File: config.mk
export PLATFORM = sky130hd
export DESIGN_NAME = gpp_port
export DESIGN_NICKNAME = d
export VERILOG_FILES = /design/src/design/gpp_port_pkg.sv /design/src/design/gpp_port.sv
export VERILOG_INCLUDE_DIRS = /design/src /design/src/design
export SDC_FILE = /design/constraint.sdc
export NUM_CORES = 1
export LEC_CHECK = 0
export ABC_CLOCK_PERIOD_IN_PS = 1700
export CELL_PAD_IN_SITES_DETAIL_PLACEMENT = 0
export CELL_PAD_IN_SITES_GLOBAL_PLACEMENT = 1
export CORE_AREA = 2 2 82 84
export DETAILED_ROUTE_END_ITERATION = 10
export DIE_AREA = 0 0 84 86
export DONT_BUFFER_PORTS = 1
export GPL_TIMING_DRIVEN = 0
export PLACE_DENSITY = 0.69
export SYNTH_ARGS = -nofsm -noshare
export SYNTH_HDL_FRONTEND = slang
export SYNTH_SLANG_ARGS = --single-unit
File: constraint.sdc
create_clock -name ref_clk -period 1.7 [get_ports ref_clk]
set_input_delay 0.085 -clock ref_clk [delete_from_list [all_inputs] [get_ports ref_clk]]
set_output_delay 0.085 -clock ref_clk [all_outputs]
set_load 0.01 [all_outputs]
File: src/design/gpp_port_cfg.svh
// Purpose: constants of the pin-change port: register offsets, field positions, reset values
// Assumes: an 8-bit core I/O space with a 6-bit address
// Notes: definitions only
`ifndef GPP_PORT_CFG_SVH
`define GPP_PORT_CFG_SVH

// port register offsets in the core I/O space
`define GPP_OFS_INPUT_SAMPLE 6'h00
`define GPP_OFS_DIRECTION 6'h01
`define GPP_OFS_OUTPUT_LATCH 6'h02
`define GPP_OFS_PULLUP_ENABLE 6'h03
`define GPP_OFS_PORT_CONTROL 6'h04
`define GPP_OFS_MCU_CONTROL 6'h05
`define GPP_OFS_PC_MASK 6'h10
`define GPP_OFS_PC_FLAGS 6'h11
`define GPP_OFS_PC_CONTROL 6'h12

// field positions
`define GPP_BIT_PC_GROUP_ENABLE 0
`define GPP_BIT_PC_FLAG 0
`define GPP_BIT_BBM_ENABLE 0
`define GPP_BIT_PULLUP_DISABLE 4
`define GPP_PC_MASK_BITS 4

// reset values
`define GPP_RST_BYTE 8'h00
`define GPP_RST_BIT 1'b0

`endif

File: src/design/gpp_port_pkg.sv
// Purpose: types shared by the pin-change port
// Assumes: gpp_port_cfg.svh holds the numbers
// Notes: the request struct carries one core I/O access per cycle
package gpp_port_pkg;

  // one core I/O access: full write, single-bit set or clear, or read
  typedef struct packed {
    logic we;
    logic bset;
    logic bclr;
    logic re;
    logic [5:0] addr;
    logic [7:0] wdata;
    logic [2:0] bitSel;
  } gpp_io_req_s;

endpackage

File: src/design/gpp_port.sv
// Purpose: general-purpose port with direction, latch, pull-up, toggle and pin-change flag
// Assumes: one system clock, synchronous active-low reset, core drives one access per cycle
// Notes: pins resolve outside from pinOut/pinOe/pinPull; pinIn is the pad level
//
// Notes on behaviour
// group enable plus core enable lets any masked pin change raise the request.
// any enabled change on the four pin-change inputs sets the sticky flag.
// flag, group enable and core enable together send the core to the vector.
// entering the routine clears the flag; writing one clears it, zero keeps it.
// mask bits 3 to 0 enable detection per pin; cleared bit disables it.
// change detection runs on the system clock, not the gated I/O clock.
// bit set or clear alters only the addressed bit of a port register.
// latch, direction, pull-up and sample registers; sample is read only.
// writing one to a sample bit inverts that latch bit; zero does nothing.
// global pull-up disable turns off every pull-up.
// direction one drives the latch bit out; zero tri-states the pin.
// pull-up follows its enable bit in both directions; output drives regardless.
// reset tri-states every pin.
// break-before-make holds the pin tri-stated one cycle on input-to-output.
// one port-level bit selects break-before-make for all pins.
// output-to-input releases the driver at once, in any mode.
// software toggles a direction bit no faster than every two cycles.
// the sample bit reads back in either direction.
// input passes a falling-edge latch then a rising-edge register.
// software waits one cycle between writing the latch and reading it back.
// alternate use of some pins leaves the others working as plain I/O.
// latch, direction and pull-up enables reset to zero.
`timescale 1ns/1ps
`include "gpp_port_cfg.svh"

module gpp_port #(
  parameter int PIN_COUNT = 4
) (
  input wire logic ref_clk,
  input wire logic rstn,
  input gpp_port_pkg::gpp_io_req_s ioReq,
  output logic [7:0] ioRdData,
  input wire logic coreIntEnable,
  input wire logic vectorAck,
  output logic pinChangeVector,
  input wire logic [PIN_COUNT-1:0] pinIn,
  output logic [PIN_COUNT-1:0] pinOut,
  output logic [PIN_COUNT-1:0] pinOe,
  output logic [PIN_COUNT-1:0] pinPull
);
  import gpp_port_pkg::*;

  ////////////////////////////////////////////////////////////////////////////////
  // helpers

  // new register value after a full write or a single-bit set/clear at this offset
  function automatic logic [7:0] gppApply(input logic [7:0] cur, input gpp_io_req_s r,
                                          input logic [5:0] ofs);
    logic [7:0] v;
    v = cur;
    if (r.addr == ofs) begin
      if (r.we) begin
        v = r.wdata;
      end else if (r.bset) begin
        v[r.bitSel] = 1'b1;
      end else if (r.bclr) begin
        v[r.bitSel] = 1'b0;
      end
    end
    return v;
  endfunction

  // bits written as one at this offset; clears and zero bits give nothing
  function automatic logic [7:0] gppOnes(input gpp_io_req_s r, input logic [5:0] ofs);
    logic [7:0] v;
    v = `GPP_RST_BYTE;
    if (r.addr == ofs) begin
      if (r.we) begin
        v = r.wdata;
      end else if (r.bset) begin
        v[r.bitSel] = 1'b1;
      end
    end
    return v;
  endfunction

  ////////////////////////////////////////////////////////////////////////////////
  // registers

  logic [PIN_COUNT-1:0] outLatch_q, outLatch_d;
  logic [PIN_COUNT-1:0] dir_q, dir_d;
  logic [PIN_COUNT-1:0] dirPrev_q;
  logic [PIN_COUNT-1:0] pue_q, pue_d;
  logic [PIN_COUNT-1:0] syncLatch_q;
  logic [PIN_COUNT-1:0] sample_q;
  logic [PIN_COUNT-1:0] samplePrev_q;
  logic [`GPP_PC_MASK_BITS-1:0] mask_q, mask_d;
  logic grpEn_q, grpEn_d;
  logic flag_q, flag_d;
  logic bbm_q, bbm_d;
  logic pud_q, pud_d;
  logic [7:0] rdData_q, rdData_d;
  logic irq_q;
  logic [PIN_COUNT-1:0] pinOut_q, pinOe_q, pinPull_q;
  logic [PIN_COUNT-1:0] oe_d;

  ////////////////////////////////////////////////////////////////////////////////
  // register writes

  wire [7:0] dirByte = gppApply(8'(dir_q), ioReq, `GPP_OFS_DIRECTION);
  wire [7:0] outByte = gppApply(8'(outLatch_q), ioReq, `GPP_OFS_OUTPUT_LATCH);
  wire [7:0] pueByte = gppApply(8'(pue_q), ioReq, `GPP_OFS_PULLUP_ENABLE);
  wire [7:0] maskByte = gppApply(8'(mask_q), ioReq, `GPP_OFS_PC_MASK);
  wire [7:0] ctlByte = gppApply({7'h00, grpEn_q} << `GPP_BIT_PC_GROUP_ENABLE, ioReq,
                                `GPP_OFS_PC_CONTROL);
  wire [7:0] portCtlByte = gppApply({7'h00, bbm_q} << `GPP_BIT_BBM_ENABLE, ioReq,
                                    `GPP_OFS_PORT_CONTROL);
  wire [7:0] mcuByte = gppApply({7'h00, pud_q} << `GPP_BIT_PULLUP_DISABLE, ioReq,
                                `GPP_OFS_MCU_CONTROL);
  // the sample location stores nothing; ones written there become toggles
  wire [7:0] toggleByte = gppOnes(ioReq, `GPP_OFS_INPUT_SAMPLE);
  wire [7:0] flagOnes = gppOnes(ioReq, `GPP_OFS_PC_FLAGS);

  // single-bit access
  // every gppApply byte above is rebuilt from its own old value, so one bit moves
  assign dir_d = dirByte[PIN_COUNT-1:0];
  assign pue_d = pueByte[PIN_COUNT-1:0];
  assign mask_d = maskByte[`GPP_PC_MASK_BITS-1:0];
  assign grpEn_d = ctlByte[`GPP_BIT_PC_GROUP_ENABLE];
  assign bbm_d = portCtlByte[`GPP_BIT_BBM_ENABLE];
  assign pud_d = mcuByte[`GPP_BIT_PULLUP_DISABLE];

  // toggle through sample location
  // direction plays no part, so an input pin's latch toggles as well
  assign outLatch_d = outByte[PIN_COUNT-1:0] ^ toggleByte[PIN_COUNT-1:0];

  ////////////////////////////////////////////////////////////////////////////////
  // input synchroniser

  // falling-edge latch stage
  // catching on the low edge saves half a cycle against two rising-edge flops
  always_ff @(negedge ref_clk) begin
    if (!rstn) begin
      syncLatch_q <= '0;
    end else begin
      syncLatch_q <= pinIn;
    end
  end

  // rising-edge sample register
  always_ff @(posedge ref_clk) begin
    if (!rstn) begin
      sample_q <= '0;
      samplePrev_q <= '0;
    end else begin
      sample_q <= syncLatch_q;
      samplePrev_q <= sample_q;
    end
  end

  ////////////////////////////////////////////////////////////////////////////////
  // pin-change detection

  // per-pin mask with group gate
  // runs on the free system clock
  // pins driven as outputs still count, which lets software raise the request itself
  wire [`GPP_PC_MASK_BITS-1:0] pcEdges = `GPP_PC_MASK_BITS'(sample_q ^ samplePrev_q);
  wire [`GPP_PC_MASK_BITS-1:0] pcHits = pcEdges & mask_q;
  wire pcChange = grpEn_q & |pcHits;

  // clear by vector entry or written one
  wire flagClear = vectorAck | flagOnes[`GPP_BIT_PC_FLAG];

  // sticky flag, set wins over clear
  assign flag_d = pcChange | (flag_q & ~flagClear);

  ////////////////////////////////////////////////////////////////////////////////
  // pin drive

  // direction selects driver
  // break-before-make gap
  // one enable for the whole port
  // output-to-input needs no gap
  // each pin uses only its own bits
  // a rising direction bit is held off one more cycle when the mode is on
  assign oe_d = dir_q & ~({PIN_COUNT{bbm_q}} & ~dirPrev_q);

  // read-back mux
  // sample reads back in any direction
  always_comb begin
    rdData_d = rdData_q;
    if (ioReq.re) begin
      unique case (ioReq.addr)
        `GPP_OFS_INPUT_SAMPLE: rdData_d = 8'(sample_q);
        `GPP_OFS_DIRECTION: rdData_d = 8'(dir_q);
        `GPP_OFS_OUTPUT_LATCH: rdData_d = 8'(outLatch_q);
        `GPP_OFS_PULLUP_ENABLE: rdData_d = 8'(pue_q);
        `GPP_OFS_PORT_CONTROL: rdData_d = 8'(bbm_q) << `GPP_BIT_BBM_ENABLE;
        `GPP_OFS_MCU_CONTROL: rdData_d = 8'(pud_q) << `GPP_BIT_PULLUP_DISABLE;
        `GPP_OFS_PC_MASK: rdData_d = 8'(mask_q);
        `GPP_OFS_PC_FLAGS: rdData_d = 8'(flag_q) << `GPP_BIT_PC_FLAG;
        `GPP_OFS_PC_CONTROL: rdData_d = 8'(grpEn_q) << `GPP_BIT_PC_GROUP_ENABLE;
        default: rdData_d = `GPP_RST_BYTE;
      endcase
    end
  end

  ////////////////////////////////////////////////////////////////////////////////
  // state update

  // control registers reset to zero
  always_ff @(posedge ref_clk) begin
    if (!rstn) begin
      outLatch_q <= '0;
      dir_q <= '0;
      dirPrev_q <= '0;
      pue_q <= '0;
      mask_q <= '0;
      grpEn_q <= `GPP_RST_BIT;
      flag_q <= `GPP_RST_BIT;
      bbm_q <= `GPP_RST_BIT;
      pud_q <= `GPP_RST_BIT;
      rdData_q <= `GPP_RST_BYTE;
    end else begin
      outLatch_q <= outLatch_d;
      dir_q <= dir_d;
      dirPrev_q <= dir_q;
      pue_q <= pue_d;
      mask_q <= mask_d;
      grpEn_q <= grpEn_d;
      flag_q <= flag_d;
      bbm_q <= bbm_d;
      pud_q <= pud_d;
      rdData_q <= rdData_d;
    end
  end

  // reset tri-states pins
  // global pull-up disable
  // pull-up independent of direction
  // request gate
  // vector request
  // reset is synchronous here, so the pins float from the first clocked reset edge
  always_ff @(posedge ref_clk) begin
    if (!rstn) begin
      pinOut_q <= '0;
      pinOe_q <= '0;
      pinPull_q <= '0;
      irq_q <= `GPP_RST_BIT;
    end else begin
      pinOut_q <= outLatch_q;
      pinOe_q <= oe_d;
      pinPull_q <= pue_q & ~{PIN_COUNT{pud_q}};
      irq_q <= flag_d & grpEn_d & coreIntEnable;
    end
  end

  assign pinOut = pinOut_q;
  assign pinOe = pinOe_q;
  assign pinPull = pinPull_q;
  assign ioRdData = rdData_q;
  assign pinChangeVector = irq_q;

  ////////////////////////////////////////////////////////////////////////////////
  // assertions

  property p_vectorGate;
    @(posedge ref_clk) disable iff (!rstn)
      pinChangeVector |-> flag_q && grpEn_q && $past(coreIntEnable);
  endproperty
  a_vectorGate: assert property (p_vectorGate) else $error("vector without flag and enables");

  property p_flagSets;
    @(posedge ref_clk) disable iff (!rstn)
      pcChange |=> flag_q;
  endproperty
  a_flagSets: assert property (p_flagSets) else $error("enabled change did not set flag");

  property p_flagCause;
    @(posedge ref_clk) disable iff (!rstn)
      $rose(flag_q) |-> $past(grpEn_q) && ($past(pcHits) != '0);
  endproperty
  a_flagCause: assert property (p_flagCause) else $error("flag set without masked change");

  property p_ackClears;
    @(posedge ref_clk) disable iff (!rstn)
      flag_q && vectorAck && !pcChange |=> !flag_q;
  endproperty
  a_ackClears: assert property (p_ackClears) else $error("vector entry left flag set");

  property p_toggle;
    @(posedge ref_clk) disable iff (!rstn)
      ioReq.we && ioReq.addr == `GPP_OFS_INPUT_SAMPLE && ioReq.wdata[0]
        |=> outLatch_q[0] != $past(outLatch_q[0]);
  endproperty
  a_toggle: assert property (p_toggle) else $error("written one did not toggle latch");

  property p_bbmGap;
    @(posedge ref_clk) disable iff (!rstn)
      bbm_q && dir_q[0] && !dirPrev_q[0] |=> !pinOe[0] ##1 (pinOe[0] || !$past(dir_q[0]));
  endproperty
  a_bbmGap: assert property (p_bbmGap) else $error("break-before-make gap wrong");

  property p_noGap;
    @(posedge ref_clk) disable iff (!rstn)
      !bbm_q && dir_q[0] |=> pinOe[0] && pinOut[0] == $past(outLatch_q[0]);
  endproperty
  a_noGap: assert property (p_noGap) else $error("output not driven from latch");

  property p_release;
    @(posedge ref_clk) disable iff (!rstn)
      !dir_q[0] |=> !pinOe[0];
  endproperty
  a_release: assert property (p_release) else $error("driver not released at once");

  property p_pullOff;
    @(posedge ref_clk) disable iff (!rstn)
      pud_q |=> pinPull == '0;
  endproperty
  a_pullOff: assert property (p_pullOff) else $error("pull-up on while disabled");

  property p_resetState;
    @(posedge ref_clk)
      !rstn |=> pinOe == '0 && dir_q == '0 && outLatch_q == '0 && pue_q == '0;
  endproperty
  a_resetState: assert property (p_resetState) else $error("reset left pins or regs set");

endmodule // gpp_port

==> impl_metrics.tcl, run 1 <==
set metrics [dict create \
    synth_ff_type "dfxtp_1" \
    crit_slowest_cell "clkbuf_1" \
    drive_above_1_share_pct 12.3 \
    io_buffer_count 0 \
    worst_path_most_repeated_cell "clkbuf_1" \
    place_inst 330 \
    cp_cell_sequence "clkbuf_1 > clkbuf_1 > and2_1" \
    power_frac_seq_pct 57.0 \
    syn_inst 251 \
    rr_worst_depth 1 \
    hpwlAfterDp_mm 4.31 \
    relSlewSlack_pct 49.4 \
    power_frac_comb_pct 8.6 \
    vias_per_cell 5.50 \
    drt_iter0_drc 188 \
    crit_cells 3 \
    ys_seq_elements 54 \
    synthDistinctLibCells 52 \
    cp_num_buf_inv 2 \
    finalInstanceArea_um2 2740 \
    vdd_drop_max_v 0.000505 \
    intPower_w 0.00166 \
    coreArea_um2 6280 \
    rr_startpoint "syncLatch_q[0]" \
    dr_total_vias 1902 \
    maxCapViolations 0 \
    final.setup.tns_ps 0 \
    num_rows 29 \
    placed_area_um2 2590 \
    clk_pin_slew_ps 110 \
    cts.sinks 54 \
    ys.warnings.count 0 \
    areaGrowthSynthToFinish_pct 10.3 \
    fin_cells 346 \
    diodes 0 \
    insertion_delay_ps 360 \
    place_congestion 0.823 \
    fin_nets 297 \
    worstReg2RegEnd "sample_q[0]" \
    ant_nets 0 \
    initial_utilization_pct 39.6 \
    cts.htree.levels 2 \
    postCtsResizedCells 0 \
    holdWs_ps 20.5 \
    switchingPower_w 0.000593 \
    power_density_nw_per_um2 823 \
    p_leak_nw 1.11 \
    cts_buffer_depth 2 \
    holdPathStages 3 \
    post-place-ws_ps -316 \
    pwr-share-clk_pct 34.4 \
    slowest_delay_ps 430 \
    worstPathRequired_ps 1160 \
    hold_violations 0 \
    cp-end-kind "flop" \
    synth_area_um2 2480 \
    worstMarginPinSlew_ps 752 \
    setup_slack_ps 89.6 \
    grt_usage_pct 17.4 \
    crit_arrival_ps 1070 \
    r2r_slack_ps 280 \
    die_x_um 84 \
    dieArea_um2 7220 \
    pin_count 50 \
    critPathTopFamily "buffers and inverters" \
    hold_path_class "input pin to flop" \
    grt_max_degree 18 \
    hp-start "ioReq[7]" \
    synth_edf_count 0 \
    rsz0062_at_grt "false" \
    final_max_slew_viol_count 0 \
    grt_pass1_wl_mm 9.74 \
    outcome "complete, no violations" \
    swShare_pct 26.3 \
    antenna_found_initial 0 \
    drtPass1Iterations 4 \
    grt_pass1_vias 1879 \
    grt-ovfl-total 0 \
    drc 0 \
    numCtsBuffers 5 \
    root_buffer "clkbuf_8" \
    critical_path.max_fanout 10 \
    async_flop_share_pct 0 \
    avgRoutedWirePerCell_um 17.2 \
    die_h_um 86 \
    synth_seq_area_share_pct 43.5 \
    cts_tree "yes" \
    clock_skew_ps 53.7 \
    wl_mm 5.95 \
    setup_viol 0 \
    crit_type "input pin to flop" \
    synth.avg_cell_area_um2 9.90 \
    start_kind "input pin" \
]
[cells by family after synthesis]
family / count (synthesis) / synth area share [%]
AND/OR/NAND/NOR: 89 / 21.3
buffers and inverters: 30 / 6.14
AO/OA/AOI/OAI: 56 / 19.1
XOR/XNOR: 4 / 1.41
other: 1 / 0.151
multiplexers: 17 / 8.36
flip-flops: 54 / 43.5
[synthesized netlist by cell type (4+ instances only)]
cell / instances / area [um^2]
dfxtp_1: 54 / 1080
and2_1: 25 / 156
nor2_1: 16 / 60.1
nand2_1: 15 / 56.3
o2111ai_1: 15 / 131
mux2i_1: 14 / 140
inv_1: 10 / 37.5
buf_4: 7 / 52.6
clkbuf_1: 7 / 26.3
a22o_1: 5 / 43.8
buf_2: 5 / 25.0
nand3_1: 5 / 25.0
a21boi_0: 4 / 30.0
a21oi_1: 4 / 20.0
nand4_1: 4 / 25.0
xor2_1: 4 / 35.0
[through the flow]
stage	power [W]	util (%)
final	0.00226	43.7
after global routing	0.00238	43.7
after CTS	0.00229	43.7
after detailed placement	0.00152	41.2
after global placement	0.00152	41.2
after floorplan	0.00147	-
[metal layers]
metal | track usage, % | part of all wire, % | vias to the layer above
li1 | - | - | 945
met1 | 24.6 | 49 | 898
met2 | 26.0 | 45 | 49
met3 | 3.66 | 4.7 | 10
met4 | 6.74 | 2.0 | 0
met5 | 0 | 0 | -
[how the worst max path moves through the flow]
stage / startpoint / to / slack, ps
floorplan: rstn / syncLatch_q[0] / 120
global placement: rstn / syncLatch_q[0] / -320
detailed placement: rstn / syncLatch_q[2] / -320
CTS: rstn / syncLatch_q[0] / 50
global route: rstn / syncLatch_q[1] / 20
finish: rstn / syncLatch_q[0] / 90
[power by group through the flow]
stage	logic [W]	registers, W	clock network [W]
final	0.000194	0.00129	0.000775
after global routing	0.000212	0.00129	0.000878
after CTS	0.000194	0.00129	0.000812
after detailed placement	0.000183	0.00132	0.0000183
after global placement	0.000182	0.00132	0.0000183
after floorplan	0.000140	0.00131	0.0000183
[repair_timing]
item,4_1_cts,5_1_grt
hold buffers,5,0
hold endpoints to repair,6,0
setup buffers,0,0
[layout by cell type, fill, tap and decap left out, types with 7 or more instances in the layout]
cell and count:
dfxtp_1 54, and2_1 25, nand2_1 15, buf_4 7, nor2_1 16, clkbuf_1 7
mux2i_1 14, inv_1 13, o2111ai_1 15
[cell type report]
cell class	count	area (um^2)
Inverter	9	33.8
Timing Repair Buffer	5	50.0
Fill cell	644	3540
Multi-Input combinational cell	169	1260
Sequential cell	54	1080
Tap cell	77	96.3
Clock inverter	7	37.5
Buffer	20	115
Clock buffer	5	68.8
[worst min-delay path, stage by stage]
cell,delay [ps]
nand2_1,30
o41ai_1,60
o311a_1,140
Power figures use the tool's default switching activity.
==> run 2: changes to the inputs <==
--- a/config.mk
+++ b/config.mk
@@ -6,15 +6,16 @@
 export SDC_FILE = /design/constraint.sdc
 export NUM_CORES = 1
 export LEC_CHECK = 0
+export ABC_AREA = 1
 export ABC_CLOCK_PERIOD_IN_PS = 1700
 export CELL_PAD_IN_SITES_DETAIL_PLACEMENT = 0
 export CELL_PAD_IN_SITES_GLOBAL_PLACEMENT = 1
-export CORE_AREA = 2 2 82 84
+export CORE_AREA = 2 2 83 85
 export DETAILED_ROUTE_END_ITERATION = 10
-export DIE_AREA = 0 0 84 86
+export DIE_AREA = 0 0 85 87
 export DONT_BUFFER_PORTS = 1
 export GPL_TIMING_DRIVEN = 0
-export PLACE_DENSITY = 0.69
+export PLACE_DENSITY = 0.73
 export SYNTH_ARGS = -nofsm -noshare
 export SYNTH_HDL_FRONTEND = slang
 export SYNTH_SLANG_ARGS = --single-unit
==> run 2 against run 1 <==
  * Combinational power down 8%
  * Critical path depth up 1
  * Via count up 11%
  * Register-to-register slack better by 50 ps
  * Clock skew up 2.5 ps
  * Critical path type unchanged
  * Routed wire length up 0.76%
  * Area after synthesis up 1.5%
  * Design area up 0.82%
  * Die area up 2.4%
  * Worst setup slack better by 90 ps
  * Global-route usage down 0.21 points
  * Cell count up 30%
==> impl_metrics.tcl, run 2 <==
set metrics [dict create \
    cp-end-kind "flop" \
    fill_cells 712 \
    cts.sinks 54 \
    critPathTopFamily "buffers and inverters" \
    drt_iter0_drc 121 \
    clk_pin_slew_ps 100 \
    cts_tree "yes" \
    dieArea_um2 7400 \
    avgRoutedWirePerCell_um 13.3 \
    synth_compound_area_share_pct 10.9 \
    synth_ff_type "dfxtp_1" \
    critical_path.max_fanout 10 \
    power_density_nw_per_um2 845 \
    wl_mm 6.00 \
    grt_usage_pct 17.2 \
    p_leak_nw 1.29 \
    vias_per_cell 4.66 \
    ys.warnings.count 0 \
    dr_total_vias 2103 \
    final_max_slew_viol_count 0 \
    worstMarginPinSlew_ps 518 \
    worst_path_most_repeated_cell "clkbuf_1" \
    yosysMostFrequentCell "nand2_1" \
    drc 0 \
    grt_pass1_vias 2038 \
    outcome "complete, no violations" \
    setup_slack_ps 180 \
    switchingPower_w 0.000606 \
    synth_xor_area_share_pct 0.347 \
    coreArea_um2 6570 \
    yosys.area_share.adder_pct 0 \
    cts.htree.levels 2 \
    synth_top_area_share_pct 42.9 \
    intPower_w 0.00173 \
    drtPass1Iterations 4 \
    hold_violations 0 \
    ant_nets 0 \
    die_h_um 87 \
    layout_common_cells "nand2_1 (101), dfxtp_1 (54), inv_1 (50)" \
    numCtsBuffers 5 \
    grt_max_degree 18 \
    cp_cell_sequence "clkbuf_1 > clkbuf_1 > nand2_1 > inv_1" \
    diodes 0 \
    ys_seq_elements 54 \
    clock_skew_ps 56.2 \
    hpwlAfterDp_mm 4.50 \
    power_frac_seq_pct 55.3 \
    synth.area.mux_share_pct 0 \
    crit_slowest_cell "clkbuf_1" \
    io_buffer_count 0 \
    maxCapViolations 0 \
    grt-ovfl-total 0 \
    cp_num_buf_inv 3 \
    rsz0062_at_grt "false" \
    antenna_found_initial 0 \
    pin_count 50 \
    syn_inst 356 \
    start_kind "input pin" \
    synth_edf_count 0 \
    fin_nets 399 \
    ys_top_cells_by_area "dfxtp_1 (43%), nand2_1 (15%), inv_1 (7.0%), nand3_1 (5.4%), nor2_1 (4.8%)" \
    synth_area_um2 2520 \
    crit_type "input pin to flop" \
    vdd_drop_max_v 0.000430 \
    synthDistinctLibCells 31 \
    grt_pass1_wl_mm 9.82 \
    synth.avg_cell_area_um2 7.08 \
    power_frac_comb_pct 7.7 \
    crit_arrival_ps 990 \
    worstPathRequired_ps 1170 \
    slowest_delay_ps 390 \
    place_congestion 0.840 \
    num_rows 30 \
    hold_path_class "input pin to flop" \
    post-place-ws_ps -222 \
    pwr-share-clk_pct 37.1 \
    yosys.area.top_type "dfxtp_1" \
    finish.utilization_pct 42.1 \
    synth_seq_area_share_pct 42.9 \
    insertion_delay_ps 370 \
    synth_top_family_by_area "simple AND/OR/NAND/NOR gates" \
    root_buffer "clkbuf_8" \
    cts_buffer_depth 2 \
    areaGrowthSynthToFinish_pct 9.63 \
    initial_utilization_pct 38.4 \
    relSlewSlack_pct 65.5 \
    setup_viol 0 \
    mostFrequentLayoutCell "nand2_1" \
    synth.top_cells.by_count "nand2_1 (101), dfxtp_1 (54), inv_1 (47)" \
    async_flop_share_pct 0 \
    swShare_pct 26.0 \
    die_x_um 85 \
    yosys.area_share.simple_pct 35.3 \
    postCtsResizedCells 0 \
    drive_above_1_share_pct 13.2 \
]
==> run 2: cell count changes in the layout (fill, tap and decap cells not counted), sizes merged, moves of 14 or more <==
cell,previous run,this run
o2111ai,15,0
mux2i,14,0
nand2,15,108
nand3,5,27
and2,25,1
a21oi,4,23
o21ai,6,23
inv,15,58
nor2,16,43
==> run 2: final cells by class <==
class	count	area, um^2	area share, %
Inverter	53	204	7.38
Tap cell	80	100	3.62
Buffer	9	53.8	1.95
Multi-Input combinational cell	241	1190	42.9
Sequential cell	54	1080	39.1
Clock inverter	5	21.3	0.770
Clock buffer	7	97.6	3.53
Timing Repair Buffer	2	20.0	0.724
==> run 2: stage by stage <==
step | TNS [ps] | hold WS [ps] | area [um^2] | instances | power (W)
2_1_floorplan | 0 | 224 | 2530 | 358 | 0.00147
3_3_place_gp | -680 | 226 | 2630 | 438 | 0.00151
3_5_place_dp | -731 | 229 | 2630 | 438 | 0.00151
4_1_cts | 0 | 56.8 | 2760 | 451 | 0.00236
5_1_grt | 0 | 83.2 | 2760 | 451 | 0.00244
6_report | 0 | 63.4 | 2760 | 451 | 0.00233
==> run 2: worst min-delay path, delay by kind of cell <==
kind,cells,cell delay [ps]
and+or+nand+nor,3,260
==> run 2: cell families (layout without fill, tap and decap cells) <==
family	after synthesis	count (layout)
DFF	54	54
xor gates and xnor gates	1	1
buffers and inverters	63	76
AOI/OAI and AO/OA	47	47
and+or+nand+nor	190	190
other	1	3
==> run 2: repair_timing <==
action,in CTS,in global routing
hold endpoints to repair,6,0
hold buffers,2,0
setup buffers,0,0
==> run 2: final timing paths <==
check / start / endpoint / slack, ps / cells after the start
setup / recovery: rstn / syncLatch_q[0] / 180 / 4
hold reg to reg: dirPrev_q[0] / pinOe[0] / 460 / 2
hold / removal: vectorAck / flag_q / 60 / 3
setup reg to reg: syncLatch_q[0] / sample_q[0] / 330 / 2
==> run 2: routing by layer <==
| metal | global-route usage, % | vias up | routed length, um |
|---|---|---|---|
| met3 | 3.51 | 9 | 200 |
| met5 | 0 | - | 0 |
| met1 | 21.2 | 912 | 2850 |
| li1 | - | 1134 | - |
| met4 | 7.50 | 0 | 131 |
| met2 | 29.0 | 48 | 2810 |
==> run 2: power groups by stage <==
stage | registers (W) | logic, W | clock network [W]
after floorplan | 0.00132 | 0.000134 | 0.0000183
after global placement | 0.00132 | 0.000174 | 0.0000183
after detailed placement | 0.00132 | 0.000174 | 0.0000183
after CTS | 0.00129 | 0.000180 | 0.000893
after global routing | 0.00129 | 0.000201 | 0.000943
final | 0.00129 | 0.000179 | 0.000865
